<file path="src/rtl/apw_pkg.sv">
package apw_pkg;

  // Timing base
  localparam int CLK_PERIOD_PS   = 40000;
  localparam int DEAD_UNIT_PS    = 53330;
  localparam int INT_CLK_MHZ     = 100;
  localparam int MCLK_MHZ        = 25;
  localparam int ICLK_PER_MCLK   = INT_CLK_MHZ / MCLK_MHZ;
  // Smallest divider whose half bit period is a whole mclk cycle
  localparam logic [2:0] BITDIV_MIN = 3'($clog2(2 * ICLK_PER_MCLK));

  // Phase output select and polarity field positions
  localparam int MODE_PFM_BIT    = 3;
  localparam int POL_AC_BIT      = 0;
  localparam int POL_D_BIT       = 1;

  // Serial sampler framing
  localparam int FRAME_BITS      = 24;
  localparam int SAMPLE_BITS     = 16;
  localparam logic [15:0] SIGN_FLIP = 16'h8000;

  // Pulse counting and latch
  localparam logic [2:0] TMR_FRAC_EST    = 3'h0;
  localparam logic [2:0] TMR_PULSE_COUNT = 3'h3;
  localparam logic [3:0] ENC_FROM_PULSE  = 4'h8;
  localparam logic [7:0] FRAC_HALF       = 8'h80;

  // Reset values
  localparam logic [31:0] COUNT_RST      = 32'h0000_0000;
  localparam logic [23:0] ACC_RST        = 24'h00_0000;

  typedef struct packed {
    logic [3:0] phase_output_select;
    logic [1:0] phase_polarity_invert;
    logic [2:0] pwm_rate_multiplier;
    logic [7:0] switch_gap_time;
    logic       command_pairing_enable;
    logic       feedback_pairing_enable;
  } apw_chan_cfg_t;

  typedef struct packed {
    logic [2:0]  sampler_bitclock_divider;
    logic [23:0] sampler_frame_word;
    logic [3:0]  sampler_leading_skip;
    logic        sampler_sign_convert;
    logic [7:0]  sampler_strobe_lag;
  } apw_adc_cfg_t;

  typedef struct packed {
    logic       pulse_gen_format;
    logic       direction_sense_invert;
    logic [2:0] channel_timer_function;
    logic [3:0] quad_decoder_control;
    logic       aux_line_pulse_enable;
  } apw_pfm_cfg_t;

  typedef struct packed {
    logic hi;
    logic lo;
  } apw_gate_t;

endpackage

</file>
<file path="src/rtl/apw_axis_channel.sv">
`timescale 1ns/1ps
module apw_axis_channel
  import apw_pkg::*;
#(
  parameter int PER_W = 16
) (
  input  logic                mclk,
  input  logic                rstn,
  input  logic                ce,
  input  logic                phase_tick,
  input  logic                servo_tick,
  input  apw_chan_cfg_t       chan_cfg,
  input  apw_adc_cfg_t        adc_cfg,
  input  apw_pfm_cfg_t        pfm_cfg,
  input  logic [31:0]         pwm_cmd_a,
  input  logic [31:0]         pwm_cmd_b,
  input  logic [31:0]         pwm_cmd_c,
  input  logic [31:0]         pwm_cmd_d,
  input  logic [31:0]         pfm_word,
  output apw_gate_t [3:0]     phase_gate,
  output logic                aux_pulse,
  output logic                aux_dir,
  output logic                adc_clk,
  output logic                adc_strobe,
  input  logic                adc_data_a,
  input  logic                adc_data_b,
  output logic [31:0]         feedback_a,
  output logic [31:0]         feedback_b,
  output logic                feedback_valid,
  output logic [31:0]         timer_count_value,
  output logic [31:0]         servo_latched_position
);

  if (PER_W < 8 || PER_W > 24) begin : g_chk
    $error("PER_W must be 8 to 24");
  end

  // ---------------- PWM carrier ----------------
  logic [PER_W-1:0] per_cnt_reg;
  logic [PER_W-1:0] per_reg;
  logic [PER_W-1:0] car_reg;
  logic             car_down_reg;
  logic [PER_W-1:0] car_step;

  // Triangle amplitude equals the phase period, step n+1: period 2T/(n+1)
  assign car_step = PER_W'({1'b0, chan_cfg.pwm_rate_multiplier} + 4'h1);

  always_ff @(posedge mclk or negedge rstn) begin
    if (!rstn) begin
      per_cnt_reg <= '0;
      per_reg     <= '0;
    end else if (ce) begin
      if (phase_tick) begin
        per_reg     <= per_cnt_reg;
        per_cnt_reg <= PER_W'(1);
      end else if (per_cnt_reg != '1) begin
        per_cnt_reg <= per_cnt_reg + 1'b1;
      end
    end
  end

  always_ff @(posedge mclk or negedge rstn) begin
    if (!rstn) begin
      car_reg      <= '0;
      car_down_reg <= 1'b0;
    end else if (ce) begin
      if (!car_down_reg) begin
        if ({1'b0, car_reg} + {1'b0, car_step} >= {1'b0, per_reg}) begin
          car_reg      <= per_reg;
          car_down_reg <= 1'b1;
        end else begin
          car_reg <= car_reg + car_step;
        end
      end else if (car_reg <= car_step) begin
        car_reg      <= '0;
        car_down_reg <= 1'b0;
      end else begin
        car_reg <= car_reg - car_step;
      end
    end
  end

  // Signed command to a carrier-scale threshold
  function automatic logic [PER_W-1:0] duty_level(input logic [15:0] cmd, input logic [PER_W-1:0] per);
    logic [PER_W+15:0] prod;
    prod = (PER_W+16)'({~cmd[15], cmd[14:0]}) * (PER_W+16)'(per);
    return prod[PER_W+15:16];
  endfunction

  logic [3:0][15:0] cmd_ph;
  assign cmd_ph[0] = pwm_cmd_a[31:16];
  assign cmd_ph[1] = pwm_cmd_b[31:16];
  assign cmd_ph[2] = chan_cfg.command_pairing_enable ? pwm_cmd_a[15:0] : pwm_cmd_c[31:16];
  assign cmd_ph[3] = chan_cfg.command_pairing_enable ? pwm_cmd_b[15:0] : pwm_cmd_d[31:16];

  apw_gate_t [3:0] gate_raw;

  // A set mode bit takes its phase out of PWM (DAC or pulse use)
  for (genvar gi = 0; gi < 4; gi++) begin : g_phase
    apw_gap_gen u_gap (
      .mclk      (mclk),
      .rstn      (rstn),
      .ce        (ce),
      .want_on   (duty_level(cmd_ph[gi], per_reg) > car_reg),
      .enable    (~chan_cfg.phase_output_select[gi]),
      .gap_units (chan_cfg.switch_gap_time),
      .gate_out  (gate_raw[gi])
    );
  end

  // ---------------- Pulse generator ----------------
  logic [23:0] pfm_rate;
  logic [23:0] pfm_mag;
  logic [24:0] acc_sum;
  logic [23:0] acc_reg;
  logic        step_reg;
  logic        dir_up_reg;
  logic [1:0]  qc_reg;
  logic        pulse_line;
  logic        dir_line;

  assign pfm_rate = chan_cfg.command_pairing_enable ? {{8{pwm_cmd_b[15]}}, pwm_cmd_b[15:0]}
                                                     : pfm_word[31:8];
  assign pfm_mag  = pfm_rate[23] ? (~pfm_rate + 24'h00_0001) : pfm_rate;
  assign acc_sum  = {1'b0, acc_reg} + {1'b0, pfm_mag};

  always_ff @(posedge mclk or negedge rstn) begin
    if (!rstn) begin
      acc_reg    <= ACC_RST;
      step_reg   <= 1'b0;
      dir_up_reg <= 1'b1;
    end else if (ce) begin
      acc_reg    <= acc_sum[23:0];
      step_reg   <= acc_sum[24];
      dir_up_reg <= ~pfm_rate[23];
    end
  end

  always_ff @(posedge mclk or negedge rstn) begin
    if (!rstn) begin
      qc_reg <= 2'h0;
    end else if (ce && step_reg) begin
      qc_reg <= dir_up_reg ? qc_reg + 2'h1 : qc_reg - 2'h1;
    end
  end

  // Square wave at the step rate; quadrature is a Gray count of steps
  assign pulse_line = (pfm_cfg.pulse_gen_format ? qc_reg[1] : acc_reg[23])
                      ^ chan_cfg.phase_polarity_invert[POL_D_BIT];
  assign dir_line   = pfm_cfg.pulse_gen_format ? (qc_reg[1] ^ qc_reg[0])
                                               : (dir_up_reg ^ pfm_cfg.direction_sense_invert);

  // ---------------- Phase outputs ----------------
  apw_gate_t [3:0] phase_gate_reg;

  always_ff @(posedge mclk or negedge rstn) begin
    if (!rstn) begin
      phase_gate_reg <= '0;
    end else if (ce) begin
      for (int i = 0; i < 3; i++) begin
        phase_gate_reg[i] <= gate_raw[i] ^ {2{chan_cfg.phase_polarity_invert[POL_AC_BIT]}};
      end
      if (chan_cfg.phase_output_select[MODE_PFM_BIT]) begin
        phase_gate_reg[3] <= {pulse_line, dir_line};
      end else begin
        phase_gate_reg[3] <= gate_raw[3] ^ {2{chan_cfg.phase_polarity_invert[POL_D_BIT]}};
      end
    end
  end

  assign phase_gate = phase_gate_reg;

  // Aux enable is a live input; the aux outputs come up low after every reset
  logic aux_pulse_reg;
  logic aux_dir_reg;

  always_ff @(posedge mclk or negedge rstn) begin
    if (!rstn) begin
      aux_pulse_reg <= 1'b0;
      aux_dir_reg   <= 1'b0;
    end else if (ce) begin
      aux_pulse_reg <= pfm_cfg.aux_line_pulse_enable & pulse_line;
      aux_dir_reg   <= pfm_cfg.aux_line_pulse_enable & dir_line;
    end
  end

  assign aux_pulse = aux_pulse_reg;
  assign aux_dir   = aux_dir_reg;

  // ---------------- Pulse counting ----------------
  logic [31:0] timer_reg;
  logic [31:0] enc_reg;
  logic [31:0] latch_reg;
  logic [31:0] count_delta;
  logic [7:0]  frac_now;

  assign count_delta = dir_up_reg ? 32'h0000_0001 : 32'hffff_ffff;
  // Accumulator phase is the timer-style fraction of the next step
  assign frac_now    = (pfm_cfg.channel_timer_function == TMR_FRAC_EST)
                       ? (dir_up_reg ? acc_reg[23:16] : ~acc_reg[23:16]) : FRAC_HALF;

  always_ff @(posedge mclk or negedge rstn) begin
    if (!rstn) begin
      timer_reg <= COUNT_RST;
    end else if (ce && step_reg && pfm_cfg.channel_timer_function == TMR_PULSE_COUNT) begin
      timer_reg <= timer_reg + count_delta;
    end
  end

  always_ff @(posedge mclk or negedge rstn) begin
    if (!rstn) begin
      enc_reg <= COUNT_RST;
    end else if (ce && step_reg && pfm_cfg.quad_decoder_control == ENC_FROM_PULSE) begin
      enc_reg <= enc_reg + count_delta;
    end
  end

  always_ff @(posedge mclk or negedge rstn) begin
    if (!rstn) begin
      latch_reg <= COUNT_RST;
    end else if (ce && servo_tick) begin
      latch_reg <= {enc_reg[23:0], frac_now};
    end
  end

  assign timer_count_value      = timer_reg;
  assign servo_latched_position = latch_reg;

  // ---------------- Feedback sampler link ----------------
  typedef enum logic [2:0] {
    AD_IDLE  = 3'b001,
    AD_LAG   = 3'b010,
    AD_SHIFT = 3'b100
  } apw_adc_state_t;

  apw_adc_state_t ad_state_reg;
  logic [7:0]     lag_cnt_reg;
  logic [4:0]     half_cnt_reg;
  logic [4:0]     bit_idx_reg;
  logic [4:0]     bit_nxt;
  logic [4:0]     half_len;
  logic [2:0]     div_eff;
  logic           adc_clk_reg;
  logic           adc_strobe_reg;
  logic           ad_done_reg;
  logic [15:0]    sr_a_reg;
  logic [15:0]    sr_b_reg;
  logic           in_window;

  // Dividers below the minimum cannot be met at this clock; clamped
  assign div_eff   = (adc_cfg.sampler_bitclock_divider < BITDIV_MIN) ? BITDIV_MIN
                                                                      : adc_cfg.sampler_bitclock_divider;
  assign half_len  = 5'h01 << (div_eff - BITDIV_MIN);
  assign bit_nxt   = bit_idx_reg + 5'h01;
  assign in_window = (bit_idx_reg >= {1'b0, adc_cfg.sampler_leading_skip}) &&
                     (bit_idx_reg < {1'b0, adc_cfg.sampler_leading_skip} + 5'(SAMPLE_BITS));

  always_ff @(posedge mclk or negedge rstn) begin
    if (!rstn) begin
      ad_state_reg   <= AD_IDLE;
      lag_cnt_reg    <= 8'h00;
      half_cnt_reg   <= 5'h00;
      bit_idx_reg    <= 5'h00;
      adc_clk_reg    <= 1'b0;
      adc_strobe_reg <= 1'b0;
      ad_done_reg    <= 1'b0;
      sr_a_reg       <= 16'h0000;
      sr_b_reg       <= 16'h0000;
    end else if (ce) begin
      ad_done_reg <= 1'b0;
      case (ad_state_reg)
        AD_IDLE: begin
          adc_clk_reg    <= 1'b0;
          adc_strobe_reg <= 1'b0;
          if (phase_tick) begin
            lag_cnt_reg  <= adc_cfg.sampler_strobe_lag;
            ad_state_reg <= AD_LAG;
          end
        end
        AD_LAG: begin
          if (lag_cnt_reg == 8'h00) begin
            ad_state_reg   <= AD_SHIFT;
            bit_idx_reg    <= 5'h00;
            half_cnt_reg   <= 5'h00;
            adc_strobe_reg <= adc_cfg.sampler_frame_word[FRAME_BITS-1];
          end else begin
            lag_cnt_reg <= lag_cnt_reg - 8'h01;
          end
        end
        AD_SHIFT: begin
          if (half_cnt_reg == half_len - 5'h01) begin
            half_cnt_reg <= 5'h00;
            if (!adc_clk_reg) begin
              adc_clk_reg <= 1'b1;
              if (in_window) begin
                sr_a_reg <= {sr_a_reg[14:0], adc_data_a};
                sr_b_reg <= {sr_b_reg[14:0], adc_data_b};
              end
            end else begin
              adc_clk_reg <= 1'b0;
              if (bit_idx_reg == 5'(FRAME_BITS - 1)) begin
                ad_state_reg   <= AD_IDLE;
                adc_strobe_reg <= 1'b0;
                ad_done_reg    <= 1'b1;
              end else begin
                bit_idx_reg    <= bit_nxt;
                adc_strobe_reg <= adc_cfg.sampler_frame_word[5'(FRAME_BITS - 1) - bit_nxt];
              end
            end
          end else begin
            half_cnt_reg <= half_cnt_reg + 5'h01;
          end
        end
        default: ad_state_reg <= AD_IDLE;
      endcase
    end
  end

  logic [15:0] samp_a;
  logic [15:0] samp_b;
  logic [31:0] feedback_a_reg;
  logic [31:0] feedback_b_reg;
  logic        feedback_valid_reg;

  assign samp_a = sr_a_reg ^ (adc_cfg.sampler_sign_convert ? SIGN_FLIP : 16'h0000);
  assign samp_b = sr_b_reg ^ (adc_cfg.sampler_sign_convert ? SIGN_FLIP : 16'h0000);

  always_ff @(posedge mclk or negedge rstn) begin
    if (!rstn) begin
      feedback_a_reg     <= COUNT_RST;
      feedback_b_reg     <= COUNT_RST;
      feedback_valid_reg <= 1'b0;
    end else if (ce) begin
      feedback_valid_reg <= ad_done_reg;
      if (ad_done_reg) begin
        feedback_a_reg <= chan_cfg.feedback_pairing_enable ? {samp_a, samp_b} : {samp_a, 16'h0000};
        feedback_b_reg <= {samp_b, 16'h0000};
      end
    end
  end

  assign adc_clk        = adc_clk_reg;
  assign adc_strobe     = adc_strobe_reg;
  assign feedback_a     = feedback_a_reg;
  assign feedback_b     = feedback_b_reg;
  assign feedback_valid = feedback_valid_reg;

  // ---------------- Checks ----------------
  AST_MODE_OFF: assert property (@(posedge mclk) disable iff (!rstn)
    (ce && chan_cfg.phase_output_select[0] && !chan_cfg.phase_polarity_invert[POL_AC_BIT])[*3]
    |-> (phase_gate_reg[0] == 2'b00)) else $error("Non-PWM phase A still driven");

  AST_POL_D: assert property (@(posedge mclk) disable iff (!rstn)
    (ce && chan_cfg.phase_output_select[MODE_PFM_BIT])
    |=> (phase_gate_reg[3].hi == $past(pulse_line))) else $error("Phase D pulse line wrong");

  AST_TIMER_COUNT: assert property (@(posedge mclk) disable iff (!rstn)
    (ce && step_reg && dir_up_reg && pfm_cfg.channel_timer_function == TMR_PULSE_COUNT)
    |=> (timer_reg == $past(timer_reg) + 32'h0000_0001)) else $error("Pulse not counted");

  AST_ENC_COUNT: assert property (@(posedge mclk) disable iff (!rstn)
    (ce && step_reg && !dir_up_reg && pfm_cfg.quad_decoder_control == ENC_FROM_PULSE)
    |=> (enc_reg == $past(enc_reg) - 32'h0000_0001)) else $error("Decoder count wrong");

  AST_FRAC_HALF: assert property (@(posedge mclk) disable iff (!rstn)
    (ce && servo_tick && pfm_cfg.channel_timer_function == TMR_PULSE_COUNT)
    |=> (latch_reg[7:0] == FRAC_HALF && latch_reg[31:8] == $past(enc_reg[23:0])))
    else $error("Latched fraction not one half");

  AST_LAG_ZERO: assert property (@(posedge mclk) disable iff (!rstn)
    (ce && ad_state_reg == AD_IDLE && phase_tick && adc_cfg.sampler_strobe_lag == 8'h00) ##1 ce
    |=> (ad_state_reg == AD_SHIFT)) else $error("Strobe delayed with zero lag");

  AST_FRAME_BIT: assert property (@(posedge mclk) disable iff (!rstn)
    (ad_state_reg == AD_SHIFT)
    |-> (adc_strobe_reg == adc_cfg.sampler_frame_word[5'(FRAME_BITS - 1) - bit_idx_reg]))
    else $error("Strobe bit differs from frame word");

  AST_FB_PACK: assert property (@(posedge mclk) disable iff (!rstn)
    (ce && ad_done_reg && chan_cfg.feedback_pairing_enable)
    |=> (feedback_a_reg[15:0] == feedback_b_reg[31:16] && feedback_valid_reg))
    else $error("Paired feedback mismatch");

  AST_SIGN_CONV: assert property (@(posedge mclk) disable iff (!rstn)
    (ce && ad_done_reg && adc_cfg.sampler_sign_convert)
    |=> (feedback_b_reg[31] == ~$past(sr_b_reg[15]))) else $error("Sample not sign converted");

  AST_AUX_OFF: assert property (@(posedge mclk) disable iff (!rstn)
    (ce && !pfm_cfg.aux_line_pulse_enable) |=> (!aux_pulse_reg && !aux_dir_reg))
    else $error("Aux lines active while disabled");

endmodule // apw_axis_channel

</file>
<file path="src/rtl/apw_gap_gen.sv">
`timescale 1ns/1ps
module apw_gap_gen
  import apw_pkg::*;
(
  input  logic       mclk,
  input  logic       rstn,
  input  logic       ce,
  input  logic       want_on,
  input  logic       enable,
  input  logic [7:0] gap_units,
  output apw_gate_t  gate_out
);

  typedef enum logic [2:0] {
    GP_GAP = 3'b001,
    GP_HI  = 3'b010,
    GP_LO  = 3'b100
  } apw_gap_state_t;

  apw_gap_state_t state_reg;
  logic [23:0]    elapsed_reg;
  logic [23:0]    target_ps;

  assign target_ps = 24'(gap_units * 24'(DEAD_UNIT_PS));

  // Every switch passes through the gap state, so both sides are never on
  always_ff @(posedge mclk or negedge rstn) begin
    if (!rstn) begin
      state_reg   <= GP_GAP;
      elapsed_reg <= 24'h00_0000;
    end else if (ce) begin
      case (state_reg)
        GP_GAP: begin
          // Stops counting once at or past target so a long idle cannot wrap and stretch the gap
          if (elapsed_reg < target_ps) begin
            elapsed_reg <= elapsed_reg + 24'(CLK_PERIOD_PS);
          end
          if (enable && elapsed_reg >= target_ps) begin
            state_reg <= want_on ? GP_HI : GP_LO;
          end
        end
        GP_HI: begin
          if (!(enable && want_on)) begin
            state_reg   <= GP_GAP;
            elapsed_reg <= 24'(CLK_PERIOD_PS);
          end
        end
        GP_LO: begin
          if (!(enable && !want_on)) begin
            state_reg   <= GP_GAP;
            elapsed_reg <= 24'(CLK_PERIOD_PS);
          end
        end
        default: begin
          state_reg   <= GP_GAP;
          elapsed_reg <= 24'(CLK_PERIOD_PS);
        end
      endcase
    end
  end

  assign gate_out.hi = (state_reg == GP_HI);
  assign gate_out.lo = (state_reg == GP_LO);

  AST_NO_OVERLAP: assert property (@(posedge mclk) disable iff (!rstn)
    !(gate_out.hi && gate_out.lo)) else $error("Both drives of a phase on");

  AST_GAP_HOLD: assert property (@(posedge mclk) disable iff (!rstn)
    (state_reg == GP_GAP && elapsed_reg < target_ps) |=> (state_reg == GP_GAP))
    else $error("Gap ended before the programmed time");

  AST_HI_TO_GAP: assert property (@(posedge mclk) disable iff (!rstn)
    (ce && gate_out.hi && !want_on) |=> (!gate_out.hi && !gate_out.lo))
    else $error("Complement switched on without a gap");

endmodule // apw_gap_gen

</file>
<file path="config.mk">
export PLATFORM = sky130hd
export DESIGN_NAME = apw_axis_channel
export DESIGN_NICKNAME = d
export VERILOG_FILES = /design/src/rtl/apw_pkg.sv /design/src/rtl/apw_axis_channel.sv /design/src/rtl/apw_gap_gen.sv
export SDC_FILE = /design/constraint.sdc
export NUM_CORES = 2
export LEC_CHECK = 0
export BUFFER_PORTS_ARGS = -buffer_cell sky130_fd_sc_hd__clkbuf_2
export CORE_ASPECT_RATIO = 0.7
export CORE_MARGIN = 3
export CORE_UTILIZATION = 44
export DETAILED_ROUTE_END_ITERATION = 10
export HOLD_SLACK_MARGIN = 0.03
export PLACE_DENSITY = 0.72
export SLEW_MARGIN = 20
export SYNTH_ARGS = -nofsm -noshare
export SYNTH_HDL_FRONTEND = slang
export SYNTH_SLANG_ARGS = --single-unit
</file>
<file path="constraint.sdc">
create_clock -name mclk -period 19.1 [get_ports mclk]
set_input_delay 2.865 -clock mclk [delete_from_list [all_inputs] [get_ports mclk]]
set_output_delay 2.865 -clock mclk [all_outputs]
set_load 0.05 [all_outputs]
</file>
==> results.ini <==
[logic_synthesis]
synth.distinct_cells=86
async_flop_share_pct=100
netlist_instances=6475
syn_area_per_cell_um2=8.95
synth_top_cell_by_area=fa_1
ys_warn_count=0
ys_seq_elements=364
synth_edf_count=0
synth.most_common_cell=inv_1
ys_top_cells_by_count=1,063 x inv_1, 828 x nand2_1, 784 x fa_1, 724 x ha_1, 358 x dfrtp_1
synth_ff_type=dfrtp_1
syn_area_mm2=0.0579
synth.area.top_cells=fa_1 27%, ha_1 16%, dfrtp_1 15%
ys_seq_area_share_pct=15.7
yosys.area.top_type_share_pct=27.1

[worst_setup_path]
cp_slowest_cell=mux2i_1
max_stage_delay_ns=0.96
r2r_setup_slack_ns=8.09
ff2ff_path_depth=33
critPathLaunch=chan_cfg[1]
cpMostUsedCell=fa_1
rr_startpoint=per_reg[7]
cp.arrival_ns=14.16
crit_family=compound AO/OA/AOI/OAI gates
required_ns=19.56
end_kind=flip-flop
r2r-end=g_phase[3].u_gap.elapsed_reg[17]
start_kind=input port
path_buf_inv=4
worstPathMaxFanout=60
crit_type=in -> reg

[final_layout]
fin_cells=8407
fillers=12200
area_growth_pct=7.76
final_layout_size_suffix_gt1_share_pct=9.55
multi_input_area_mm2=0.0439
final_area_mm2=0.0624
nNetsFinal=8374
regArea_mm2=0.00914
largest_reg_flops=72

[power]
power.density_mw_per_mm2=80.1
pwr-share-comb_pct=59.7
ir_drop_uv=95.3
switching_power_w=0.00243
p_sw_share_pct=48.7
p_int_w=0.00256
p_leak_nw=32.4
clockPowerShare_pct=15.3
p_seq_share_pct=25.1
finalPower_w=0.00500

[die]
core-area_mm2=0.130
initial_core_util_pct=44.7
row_count=110
ios=377
dieArea_mm2=0.136
die_x_um=440
die_h_um=310

[sta]
setup_ws_ns=5.41
rsz0062_at_grt=false
slew-limit-headroom_pct=24.7
setup_tns_ns=0
timing.final.max_slew_violations=0
skew_ns=0.0285
tightest_slew_ns=1.10
min_period_ns=13.69
fmaxAchievable_mhz=73.0
finalSetupViolCount=0
finalCritPeriodShare_pct=71.7
final-hold-violation-count=0

[drt]
vias_per_cell=5.46
antenna_left=0
remaining_drc_errors=0
routedWlPerCell_um=18.9
drtIter0Drc=3407
wl_um=159000
vias=45900
drtPass1Iterations=6

[status]
status=finished clean

[clock_network]
cts-hold-fix-buffers=0
numCtsBuffers=35
cts_root_buf=clkbuf_16
cts_tree=built
cts_resized=0
post_cts_buffers=0
clk_latency_ns=0.55
h-tree-depth=2
cts_buffer_depth=3
cts_sinks=364
path_clk_slew_ns=0.07

[placement]
gp_congestion=0.903
dp_worst_setup_slack_ns=5.04
dpl-instance-area_mm2=0.0612
portBuffers=320
place_inst=8329
dp_hpwl_um=119000

[grt]
overflow=0
grt_usage_pct=23.6
grt_pass1_wl_um=257000
grt_pass1_vias=47300
grt_max_degree=160
antenna_found_initial=13

[hold_path]
hold_class=reg -> reg
hp-start=enc_reg[23]
worstHoldEndpoint=enc_reg[23]
min_delay_path_depth=1

[run]
maxCapViolations=0

## power by group through the flow
| stage | registers [W] | clock network (W) | logic, W |
|---|---|---|---|
| final | 0.00125 | 0.000763 | 0.00298 |
| after CTS | 0.00125 | 0.000778 | 0.00296 |
| after global placement | 0.00125 | 0 | 0.00283 |
| after floorplan | 0.00137 | 0 | 0.00203 |
| after detailed placement | 0.00126 | 0 | 0.00294 |
| after global routing | 0.00129 | 0.000816 | 0.00336 |
## through the flow
step           hold WS, ns  util [%]
5_1_grt              0.509      48.2
3_3_place_gp         0.461      47.2
4_1_cts              0.479      48.1
3_5_place_dp         0.463      47.2
6_report             0.478      48.2
2_1_floorplan        0.438         -
## metal layers
layer / vias to the layer above / global-route usage [%] / routed length, um
li1: 21000 / - / -
met4: 0 / 7.00 / 4700
met2: 1735 / 37.5 / 71200
met3: 254 / 4.37 / 13700
met1: 22900 / 32.8 / 69200
met5: - / 0 / 0
## worst reg2reg max path, delay by kind of cell (launching register included)
| kind | cells | cell delay [ns] |
|---|---|---|
| AOI/OAI and AO/OA | 11 | 3.29 |
| xor gates and xnor gates | 1 | 0.11 |
| adders and majority gates | 8 | 3.20 |
| buffers and inverters | 6 | 1.68 |
| DFF | 1 | 0.34 |
| muxes | 1 | 0.38 |
| and+or+nand+nor | 6 | 1.86 |
## kinds of logic after synthesis
kind of cell | share of synthesized area, %
AOI/OAI and AO/OA | 9.45
xor gates and xnor gates | 4.10
adders and majority gates | 42.7
buffers and inverters | 8.76
DFF | 15.7
muxes | 3.55
other | 0.00647
and+or+nand+nor | 15.7
## how the worst max path moves through the flow
stage	to	slack [ns]	cells past startpoint
6_report	g_phase[2].u_gap.elapsed_reg[17]	5.41	31
5_1_grt	g_phase[2].u_gap.elapsed_reg[17]	4.86	31
4_1_cts	g_phase[2].u_gap.state_reg[0]	5.59	31
3_5_place_dp	g_phase[2].u_gap.state_reg[0]	5.04	31
3_3_place_gp	g_phase[2].u_gap.elapsed_reg[20]	5.17	31
2_1_floorplan	g_phase[3].u_gap.elapsed_reg[6]	6.36	38
## final cells by class
class | count | share of cell area, %
Clock buffer | 49 | 1.65
Multi-Input combinational cell | 4791 | 70.2
Timing Repair Buffer | 370 | 3.21
Clock inverter | 15 | 0.301
Antenna cell | 14 | 0.0561
Sequential cell | 364 | 14.6
Inverter | 1068 | 6.42
Tap cell | 1736 | 3.48
## layout by cell type, fill, tap and decap left out, drive strengths merged, types with 16 or more instances in the layout
master  count
o21bai     25
fa        784
conb       16
nand2     828
o21ai     281
xor2      100
nand3      75
nor4       22
dfrtp     358
buf        53
mux2      137
nand4      44
nor2b      36
ha        724
nor3       74
nor2      349
nand2b     56
a21o      106
a21oi     227
a211oi     16
xnor2     171
and3       24
o21a       39
inv      1066
and2      344
mux2i      38
o31ai      26
or3        34
clkbuf    366
a31oi      21
(Power assumes the default switching activity.)
